**src/verilog/scs_pkg.sv**
```systemverilog
/*
  package for the checksum arm and serial error flag registers.
  assumes a register port from the serial frame engine, one clock domain.
*/
package scs_pkg;
  // ==========================================================
  // addresses
  localparam logic [7:0] SCS_ADDR_ARM    = 8'h10;
  localparam logic [7:0] SCS_ADDR_STATUS = 8'h11;
  // ==========================================================
  // reset values
  localparam logic [7:0] SCS_ARM_RST    = 8'h03;
  localparam logic [7:0] SCS_STATUS_RST = 8'h00;
  // ==========================================================
  // arm fields
  localparam int         SCS_EN_LSB    = 6;
  localparam int         SCS_ENN_LSB   = 0;
  localparam logic [1:0] SCS_EN_ON     = 2'h1;
  localparam logic [1:0] SCS_ENN_ON    = 2'h2;
  localparam logic [1:0] SCS_EN_RST    = 2'h0;
  localparam logic [1:0] SCS_ENN_RST   = 2'h3;
  // ==========================================================
  // status bit positions
  localparam int SCS_NOT_RDY_BIT  = 7;
  localparam int SCS_CLK_CNT_BIT  = 4;
  localparam int SCS_CRC_BIT      = 3;
endpackage

```
**src/verilog/scs_regs.sv**
```systemverilog
/*
  checksum arm control and serial error flag registers, with the sticky flag cell they use.
  assumes the frame engine presents one-cycle write and read strobes with
  an address and data byte, and one-cycle error set pulses, all synchronous.
*/
// Contract
// checking on only when enable field is 1 and inverse field is 2.
// arm control register at 0x10, resets to 0x03, checking off.
// arm control bits 5:2 read zero and cannot be written.
// early-access flag sets when a transaction starts before device ready.
// early-access flag resets zero, sticky, cleared only by writing one.
// status register at 0x11 resets to 0x00, reserved bits read-only.
// checksum mismatch flag sets while checking active, write one clears.
// clock-count flag sets on wrong serial clock edge count.
// writes to reserved bits ignored, writable neighbours still update.
module scs_regs
  import scs_pkg::*;
(
  // clock and reset
  input  wire logic       sys_clk_i,
  input  wire logic       resetn_i,
  // register port
  input  wire logic       wr_i,
  input  wire logic       rd_i,
  input  wire logic [7:0] addr_i,
  input  wire logic [7:0] wdata_i,
  output logic      [7:0] rdata_o,
  output logic            rvalid_o,
  // events from frame engine
  input  wire logic       frame_start_i,
  input  wire logic       dev_ready_i,
  input  wire logic       crc_mismatch_i,
  input  wire logic       clk_count_err_i,
  // results
  output logic            crc_check_en_o,
  output logic      [7:0] status_o
);
  // ==========================================================
  // elaboration checks
  // the field layout is fixed by the register map; refuse a package that breaks it
  if (SCS_EN_LSB + 2 > 8 || SCS_ENN_LSB + 2 > 8) begin
    $error("arm control fields must lie inside one byte");
  end
  if (SCS_ENN_LSB + 2 > SCS_EN_LSB && SCS_EN_LSB + 2 > SCS_ENN_LSB) begin
    $error("arm control fields must not overlap");
  end
  if (SCS_ARM_RST[SCS_EN_LSB +: 2] != SCS_EN_RST) begin
    $error("arm control reset word disagrees with the enable field reset");
  end
  if (SCS_ARM_RST[SCS_ENN_LSB +: 2] != SCS_ENN_RST) begin
    $error("arm control reset word disagrees with the inverse field reset");
  end
  if (SCS_EN_RST == SCS_EN_ON && SCS_ENN_RST == SCS_ENN_ON) begin
    $error("checking must come out of reset disabled");
  end
  if (SCS_NOT_RDY_BIT > 7 || SCS_CLK_CNT_BIT > 7 || SCS_CRC_BIT > 7) begin
    $error("status flags must lie inside one byte");
  end
  if (SCS_NOT_RDY_BIT == SCS_CLK_CNT_BIT || SCS_NOT_RDY_BIT == SCS_CRC_BIT
      || SCS_CLK_CNT_BIT == SCS_CRC_BIT) begin
    $error("status flags need distinct positions");
  end
  if (SCS_ADDR_ARM == SCS_ADDR_STATUS) begin
    $error("the two registers need distinct addresses");
  end

  // ==========================================================
  // address decode
  logic hit_arm;
  logic hit_stat;
  logic wr_arm;
  logic wr_stat;

  assign hit_arm  = (addr_i == SCS_ADDR_ARM);
  assign hit_stat = (addr_i == SCS_ADDR_STATUS);
  // unmapped writes fall through both decodes and change nothing
  assign wr_arm   = wr_i && hit_arm;
  assign wr_stat  = wr_i && hit_stat;

  // ==========================================================
  // arm control register
  logic [1:0] en_field;
  logic [1:0] enn_field;
  logic [1:0] next_en_field;
  logic [1:0] next_enn_field;

  // bits 5:2 have no storage at all, so a write can never reach them
  always_comb begin
    next_en_field  = en_field;
    next_enn_field = enn_field;
    if (wr_arm) begin
      next_en_field  = wdata_i[SCS_EN_LSB +: 2];
      next_enn_field = wdata_i[SCS_ENN_LSB +: 2];
    end
  end

  always_ff @(posedge sys_clk_i) begin
    if (!resetn_i) begin
      en_field  <= SCS_EN_RST;
      enn_field <= SCS_ENN_RST;
    end else begin
      en_field  <= next_en_field;
      enn_field <= next_enn_field;
    end
  end

  // ==========================================================
  // checksum enable
  logic next_crc_check_en;

  // both fields must agree; a single upset bit leaves checking off
  assign next_crc_check_en = (en_field == SCS_EN_ON) && (enn_field == SCS_ENN_ON);

  // registered so the frame engine sees a clean level, one cycle after the fields
  always_ff @(posedge sys_clk_i) begin
    if (!resetn_i) begin
      crc_check_en_o <= 1'b0;
    end else begin
      crc_check_en_o <= next_crc_check_en;
    end
  end

  // ==========================================================
  // sticky error flags
  logic set_not_rdy;
  logic set_clk_cnt;
  logic set_crc_err;
  logic clr_not_rdy;
  logic clr_clk_cnt;
  logic clr_crc_err;
  logic not_rdy;
  logic clk_cnt;
  logic crc_err;

  // a transaction that arrives too early is only flagged, never refused
  assign set_not_rdy = frame_start_i && !dev_ready_i;
  assign set_clk_cnt = clk_count_err_i;
  // mismatches seen while checking is off are not errors
  assign set_crc_err = crc_mismatch_i && crc_check_en_o;
  // a written zero leaves a flag alone
  assign clr_not_rdy = wr_stat && wdata_i[SCS_NOT_RDY_BIT];
  assign clr_clk_cnt = wr_stat && wdata_i[SCS_CLK_CNT_BIT];
  assign clr_crc_err = wr_stat && wdata_i[SCS_CRC_BIT];

  scs_sticky_flag #(.RST_VAL(SCS_STATUS_RST[SCS_NOT_RDY_BIT])) i_flag_not_rdy (
    .sys_clk_i (sys_clk_i),
    .resetn_i  (resetn_i),
    .set_i     (set_not_rdy),
    .clr_i     (clr_not_rdy),
    .flag_o    (not_rdy)
  );

  scs_sticky_flag #(.RST_VAL(SCS_STATUS_RST[SCS_CLK_CNT_BIT])) i_flag_clk_cnt (
    .sys_clk_i (sys_clk_i),
    .resetn_i  (resetn_i),
    .set_i     (set_clk_cnt),
    .clr_i     (clr_clk_cnt),
    .flag_o    (clk_cnt)
  );

  scs_sticky_flag #(.RST_VAL(SCS_STATUS_RST[SCS_CRC_BIT])) i_flag_crc_err (
    .sys_clk_i (sys_clk_i),
    .resetn_i  (resetn_i),
    .set_i     (set_crc_err),
    .clr_i     (clr_crc_err),
    .flag_o    (crc_err)
  );

  // ==========================================================
  // status word
  logic [7:0] status_word;

  // reserved positions keep their reset value, which is zero
  always_comb begin
    status_word                  = SCS_STATUS_RST;
    status_word[SCS_NOT_RDY_BIT] = not_rdy;
    status_word[SCS_CLK_CNT_BIT] = clk_cnt;
    status_word[SCS_CRC_BIT]     = crc_err;
  end

  always_ff @(posedge sys_clk_i) begin
    if (!resetn_i) begin
      status_o <= SCS_STATUS_RST;
    end else begin
      status_o <= status_word;
    end
  end

  // ==========================================================
  // read path
  logic [7:0] arm_word;
  logic [7:0] next_rdata;

  // reserved arm bits are tied low here rather than stored
  always_comb begin
    arm_word                   = 8'h00;
    arm_word[SCS_EN_LSB +: 2]  = en_field;
    arm_word[SCS_ENN_LSB +: 2] = enn_field;
  end

  // unmapped addresses return zero; rdata_o holds until the next read
  always_comb begin
    next_rdata = rdata_o;
    if (rd_i) begin
      unique case (addr_i)
        SCS_ADDR_ARM:    next_rdata = arm_word;
        SCS_ADDR_STATUS: next_rdata = status_word;
        default:         next_rdata = 8'h00;
      endcase
    end
  end

  always_ff @(posedge sys_clk_i) begin
    if (!resetn_i) begin
      rdata_o <= 8'h00;
    end else begin
      rdata_o <= next_rdata;
    end
  end

  // one answer per read strobe, one cycle later
  always_ff @(posedge sys_clk_i) begin
    if (!resetn_i) begin
      rvalid_o <= 1'b0;
    end else begin
      rvalid_o <= rd_i;
    end
  end
endmodule

// ==========================================================
// sticky flag cell: set by hardware, cleared by writing one
module scs_sticky_flag
  import scs_pkg::*;
#(
  parameter logic RST_VAL = 1'b0
) (
  // clock and reset
  input  wire logic sys_clk_i,
  input  wire logic resetn_i,
  // set and clear requests
  input  wire logic set_i,
  input  wire logic clr_i,
  // state
  output logic      flag_o
);
  logic next_flag;

  // set wins, so an error landing on the clearing write is not lost
  always_comb begin
    next_flag = flag_o;
    if (set_i) begin
      next_flag = 1'b1;
    end else if (clr_i) begin
      next_flag = 1'b0;
    end
  end

  always_ff @(posedge sys_clk_i) begin
    if (!resetn_i) begin
      flag_o <= RST_VAL;
    end else begin
      flag_o <= next_flag;
    end
  end
endmodule

```
**config.mk**
```make
export PLATFORM = sky130hd
export DESIGN_NAME = scs_regs
export DESIGN_NICKNAME = d
export VERILOG_FILES = /design/src/verilog/scs_pkg.sv /design/src/verilog/scs_regs.sv
export SDC_FILE = /design/constraint.sdc
export NUM_CORES = 1
export LEC_CHECK = 0
export BUFFER_PORTS_ARGS = -buffer_cell sky130_fd_sc_hd__buf_2
export CAP_MARGIN = 10
export CORE_MARGIN = 5
export CORE_UTILIZATION = 43
export CTS_BUF_LIST = sky130_fd_sc_hd__clkbuf_16
export CTS_CLUSTER_SIZE = 10
export DETAILED_ROUTE_END_ITERATION = 10
export PLACE_DENSITY = 0.76
export SYNTH_ARGS = -nofsm -noshare
export SYNTH_HDL_FRONTEND = slang
export SYNTH_HIERARCHICAL = 1
export SYNTH_SLANG_ARGS = --single-unit
```
**constraint.sdc**
```tcl
create_clock -name sys_clk_i -period 1.6 [get_ports sys_clk_i]
set_clock_uncertainty 0.05 [all_clocks]
set_input_delay 0.16 -clock sys_clk_i [delete_from_list [all_inputs] [get_ports sys_clk_i]]
set_output_delay 0.16 -clock sys_clk_i [all_outputs]
set_load 0.005 [all_outputs]
```
# ---- After elaboration in Yosys (flattened, before gate mapping)
# Index checks and enable logic that the tools add are counted.
dict set report op_classes {
  reduce_logical 12
  mul 0
  div_mod_pow 0
  bitwise_logic 0
  n_addsub 0
  shift 0
  eq_ne 4
  muxes 7
  n_lt_le_gt_ge 0
}
# cell count
set ops {}
lappend ops {{8-bit by 5-bit == test with 1-bit output, second input constant} 2}
lappend ops {{8-bit one-hot mux with 2 select lines} 1}
lappend ops {{1-bit logical AND} 8}
lappend ops {{1-bit 2-to-1 mux} 6}
lappend ops {{2-bit nonzero test} 3}
lappend ops {{2-bit by 1-bit == test with 1-bit output, second input constant} 1}
lappend ops {{2-bit == test, second input constant} 1}
lappend ops {{1-bit zero test} 1}
dict set report totals {
  word_cells 33
  latchBits 0
  ram_bits 0
  romBits 0
  memories 0
  register_bits 25
}

# ---- Logic depth before layout (Yosys ltp)
dict set report depth {
  word_depth 5
  depth_mapped 4
  ltp_nobuf 4
}

# ---- Hierarchy
# Netlist, hierarchy kept.
# mod seq_area_each_um2 cells_per_inst n_inst area_per_inst_um2
set modules_own_cells {}
lappend modules_own_cells {scs_regs 300.3 72 1 703.2}
lappend modules_own_cells {scs_sticky_flag 20.0 3 3 41.3}

# ---- Worst setup path after synthesis
# No wires, ideal clock.
dict set report synth_path {
  path_kind {input port to flip-flop}
  startpoint {in addr_i[5]}
  endpoint {reg i_flag_clk_cnt.flag_o}
  n_path_buf 0
  arrival_time_ps 1003
  stages 4
  slack_ps 432
  cell_sequence {nor4b_4 and4_2 nor2b_4 o21a_1}
}
dict set report synth_via {
  elab_chain_len 4
}
# element line_no
set synth_lines {}
lappend synth_lines {{start: declaration} scs_regs.sv:25} ;# input wire logic [7:0] addr_i,
lappend synth_lines {{8-bit by 5-bit == test with 1-bit output} scs_regs.sv:75} ;# assign hit_stat = (addr_i == SCS_ADDR_STATUS);
lappend synth_lines {{1-bit logical AND} scs_regs.sv:78} ;# assign wr_stat = wr_i && hit_stat;
lappend synth_lines {{1-bit logical AND} scs_regs.sv:142} ;# assign clr_clk_cnt = wr_stat && wdata_i[SCS_CLK_CNT_BIT];
lappend synth_lines {{named net clr_clk_cnt} scs_regs.sv:129} ;# logic clr_clk_cnt;
lappend synth_lines {{2-bit nonzero test (no source line)} --}
lappend synth_lines {{end signal: assignment} scs_regs.sv:263} ;# flag_o <= next_flag;
lappend synth_lines {{end: declaration} scs_regs.sv:245} ;# output logic flag_o
# The timed path passes the listed nets, and every way through them passes these cells.
# A chain may end at the register's enable or synchronous reset.

# ---- Worst setup path in the final report
dict set report layout_path {
  startpoint {in addr_i[5]}
  endpoint {reg enn_field[0]}
}
dict set report layout_via {
  elab_chain_len 2
}
# element line_no
set layout_lines {}
lappend layout_lines {{8-bit by 5-bit == test with 1-bit output} scs_regs.sv:74} ;# assign hit_arm = (addr_i == SCS_ADDR_ARM);
lappend layout_lines {{1-bit logical AND} scs_regs.sv:77} ;# assign wr_arm = wr_i && hit_arm;
lappend layout_lines {{end signal: assignment} scs_regs.sv:103} ;# enn_field <= next_enn_field;
lappend layout_lines {{end: declaration} scs_regs.sv:83} ;# logic [1:0] enn_field;
# Every way passes these cells.

==> impl_metrics.csv <==
group,metric,value,unit
global_routing,grt_max_degree,20,
sta,tns,0,ns
synthesis,synth_ff_type,"dfxtp_1",
setup_path,cp_slowest_cell,"nor4b_4",
global_routing,grt_pass1_vias,660,
detailed_routing,drt_iter0_markers,1,
synthesis,avgSynthCellArea,10.2,µm²
clocking,hold_buffers,0,
clocking,cts_root_buffer,"clkbuf_16",
synthesis,yosysUniqueCellTypes,25,
setup_path,rr_startpoint,"en_field[1]",
setup_path,startpoint,"addr_i[5]",
synthesis,yosysTopAreaCell,"dfxtp_1",
setup_path,worstReg2RegEnd,"rdata_o[7]",
synthesis,synth.most_common_cell,"dfxtp_1",
setup_path,path_cells,"buf_2 > nor4b_4 > and4b_1 > mux2i_1",
detailed_routing,vias_per_cell,4.55,
flow_run,maxCapViolCount,0,
detailed_routing,wirelength,1.67,mm
power_and_ir_drop,p_int,829,µW
synthesis,yosys-top-cells-count,"dfxtp_1 (18), buf_4 (7), nand2_1 (7)",
power_and_ir_drop,combPwrFrac,0.074,
synthesis,async_flop_share,0,
finish,antenna_cells,0,
outcome,status,"finished, final reports clean",
synthesis,synth_edf_count,0,
setup_path,critPathCapture,"enn_field[0]",
clocking,cts_resized,0,
floorplanning,row_count,15,
sta,rsz0062_at_grt,"false",
floorplanning,initial_core_util,0.464,
setup_path,cp.arrival,1.36,ns
setup_path,path_buf_inv,1,
clocking,cts.clk_slew.worst_paths,0.05,ns
floorplanning,chipWidth,53.9,µm
finish,final_cells,140,
synthesis,yosys-top-cells-area,"dfxtp_1 (44%), buf_4 (6.4%), nor2b_4 (5.0%), mux2i_1 (4.8%), nor2b_1 (4.5%)",
finish,final_core_util,0.594,
floorplanning,fp.dieArea,0.00290,mm²
sta,fmax,0.810,GHz
global_routing,grt_pass1_wl,2.73,mm
finish,syn2layout_area_growth,28.1,%
setup_path,start_kind,"input pin",
power_and_ir_drop,swShare,0.190,
setup_path,reg2reg_slack,0.71,ns
clocking,cts.path.max_buffers,2,
power_and_ir_drop,pwr-share-seq,0.449,
synthesis,synth_warnings,6,
clocking,cts_setup_buffers,0,
global_routing,antenna_found_initial,0,
power_and_ir_drop,p_leak,0.487,nW
sta,fin_crit,1.23,ns
clocking,clk_latency,0.24,ns
detailed_routing,final_antenna_net_count,0,
setup_path,reg2reg_depth,3,
synthesis,synth.top_cell.area_share,0.436,
clocking,cts_made_buffers,3,
detailed_routing,drc,0,
placed_design,dp_hpwl,1.32,mm
setup_path,cpLargestDelayFamily,"simple AND/OR/NAND/NOR gates",
finish,layout-drive-gt1-share,0.391,
finish,fillers,155,
synthesis,ys_seq_area_frac,0.436,
global_routing,grt-ovfl-total,0,
floorplanning,die_y,53.9,µm
detailed_routing,wire_per_inst,11.9,µm
power_and_ir_drop,switching_power,194,µW
clocking,cts_tree,"yes",
detailed_routing,drt_pass1_iterations,3,
placed_design,io_buffer_count,32,
setup_path,crit_cells,4,
setup_path,crit_fanout,8,
power_and_ir_drop,power.share.clock,0.476,
hold_path,hold_path_class,"input pin to flip-flop",
global_routing,grt_usage,0.132,
synthesis,syn_area,827,µm²
setup_path,endpoint_kind,"flip-flop",
placed_design,gp_congestion,0.685,
detailed_routing,vias,637,
power_and_ir_drop,vdd.ir_drop.worst,0.549,mV
finish,nNetsFinal,140,
placed_design,dp_cells,136,
sta,setup_viol,0,
setup_path,cp.required,1.73,ns
sta,period_share,0.771,
clocking,clock_sinks,18,
sta,hold_viol_final,0,
floorplanning,core-area,0.00178,mm²
setup_path,critPathKind,"input pin to flip-flop",
setup_path,cpPeakStageDelay,0.45,ns
synthesis,synth_seq_cells,18,
power_and_ir_drop,power.density,966,mW/mm²
synthesis,synthCells,81,
sta,slew_viol_final,0,
floorplanning,ios,42,
clocking,htree_num_levels,1,
-- cell usage in the layout, fill, tap and decap left out, types with 2 or more instances in the layout --
cell type and count:
nand2_1 7, o21a_1 3, and2_1 5, buf_2 32
dfxtp_1 18, conb_1 7, a21boi_0 3, inv_1 3
mux2i_1 4, o21ai_0 2, nor2b_1 6, nand4_1 3
nand2b_1 3, clkbuf_16 3, and4_2 3, nor2b_4 3
-- layout make-up --
class	count	area (µm²)	share of cell area
Multi-Input combinational cell	57	410	0.387
Clock buffer	3	75.1	0.0708
Inverter	3	11.3	0.0106
Tap cell	25	31.3	0.0295
Timing Repair Buffer	33	168	0.158
Clock inverter	1	3.75	0.00354
Sequential cell	18	360	0.340
-- metrics by stage --
stage | power [mW] | area (µm²) | setup slack, ns | hold WS, ns
after floorplan | 0.514 | 850 | 0.432 | 0.227
after global placement | 0.543 | 981 | 0.163 | 0.320
after detailed placement | 0.545 | 981 | 0.0945 | 0.330
after CTS | 1.04 | 1060 | 0.357 | 0.0754
after global routing | 1.06 | 1060 | 0.273 | 0.0870
final | 1.02 | 1060 | 0.366 | 0.0757
-- flip-flops by register name, summed over array words and instances, names as in the netlist --
| signal | flops |
|---|---|
| i_flag_crc_err/flag_o | 1 |
| rvalid_o | 1 |
| enn_field | 2 |
| i_flag_clk_cnt/flag_o | 1 |
| status_o | 3 |
| crc_check_en_o | 1 |
| en_field | 2 |
| i_flag_not_rdy/flag_o | 1 |
| rdata_o | 6 |
-- power groups by stage --
stage | Sequential [mW] | Combinational, mW | Clock [mW]
after floorplan | 0.469 | 0.0450 | 0
after global placement | 0.469 | 0.0740 | 0
after detailed placement | 0.469 | 0.0764 | 0
after CTS | 0.459 | 0.0763 | 0.503
after global routing | 0.460 | 0.0854 | 0.518
final | 0.460 | 0.0762 | 0.488
-- worst min-delay path by stage --
| stage | startpoint | to | slack [ns] | depth (start not counted) |
|---|---|---|---|---|
| after floorplan | resetn_i | i_flag_clk_cnt/flag_o | 0.23 | 1 |
| final | clk_count_err_i | i_flag_clk_cnt/flag_o | 0.08 | 2 |
| after CTS | clk_count_err_i | i_flag_clk_cnt/flag_o | 0.08 | 2 |
| after global placement | clk_count_err_i | i_flag_clk_cnt/flag_o | 0.32 | 2 |
| after global routing | clk_count_err_i | i_flag_clk_cnt/flag_o | 0.09 | 2 |
| after detailed placement | clk_count_err_i | i_flag_clk_cnt/flag_o | 0.33 | 2 |
-- cell families (layout without fill, tap and decap cells) --
logic type / Yosys count / after routing / synth area share
DFF: 18 / 18 / 0.436
other: 1 / 7 / 0.00453
muxes: 5 / 5 / 0.0620
and+or+nand+nor: 36 / 36 / 0.330
buffers and inverters: 12 / 40 / 0.0953
AOI/OAI and AO/OA: 9 / 9 / 0.0726
-- per-layer routing --
| metal | track usage | share of wire | vias up | wire length, µm |
|---|---|---|---|---|
| met5 | 0 | 0 | - | 0 |
| met4 | 0.0638 | 0.0090 | 0 | 15 |
| met3 | 0.0388 | 0.097 | 2 | 163 |
| met2 | 0.244 | 0.49 | 25 | 826 |
| met1 | 0.133 | 0.40 | 281 | 665 |
| li1 | - | - | 329 | - |
(Power assumes the default switching activity.)
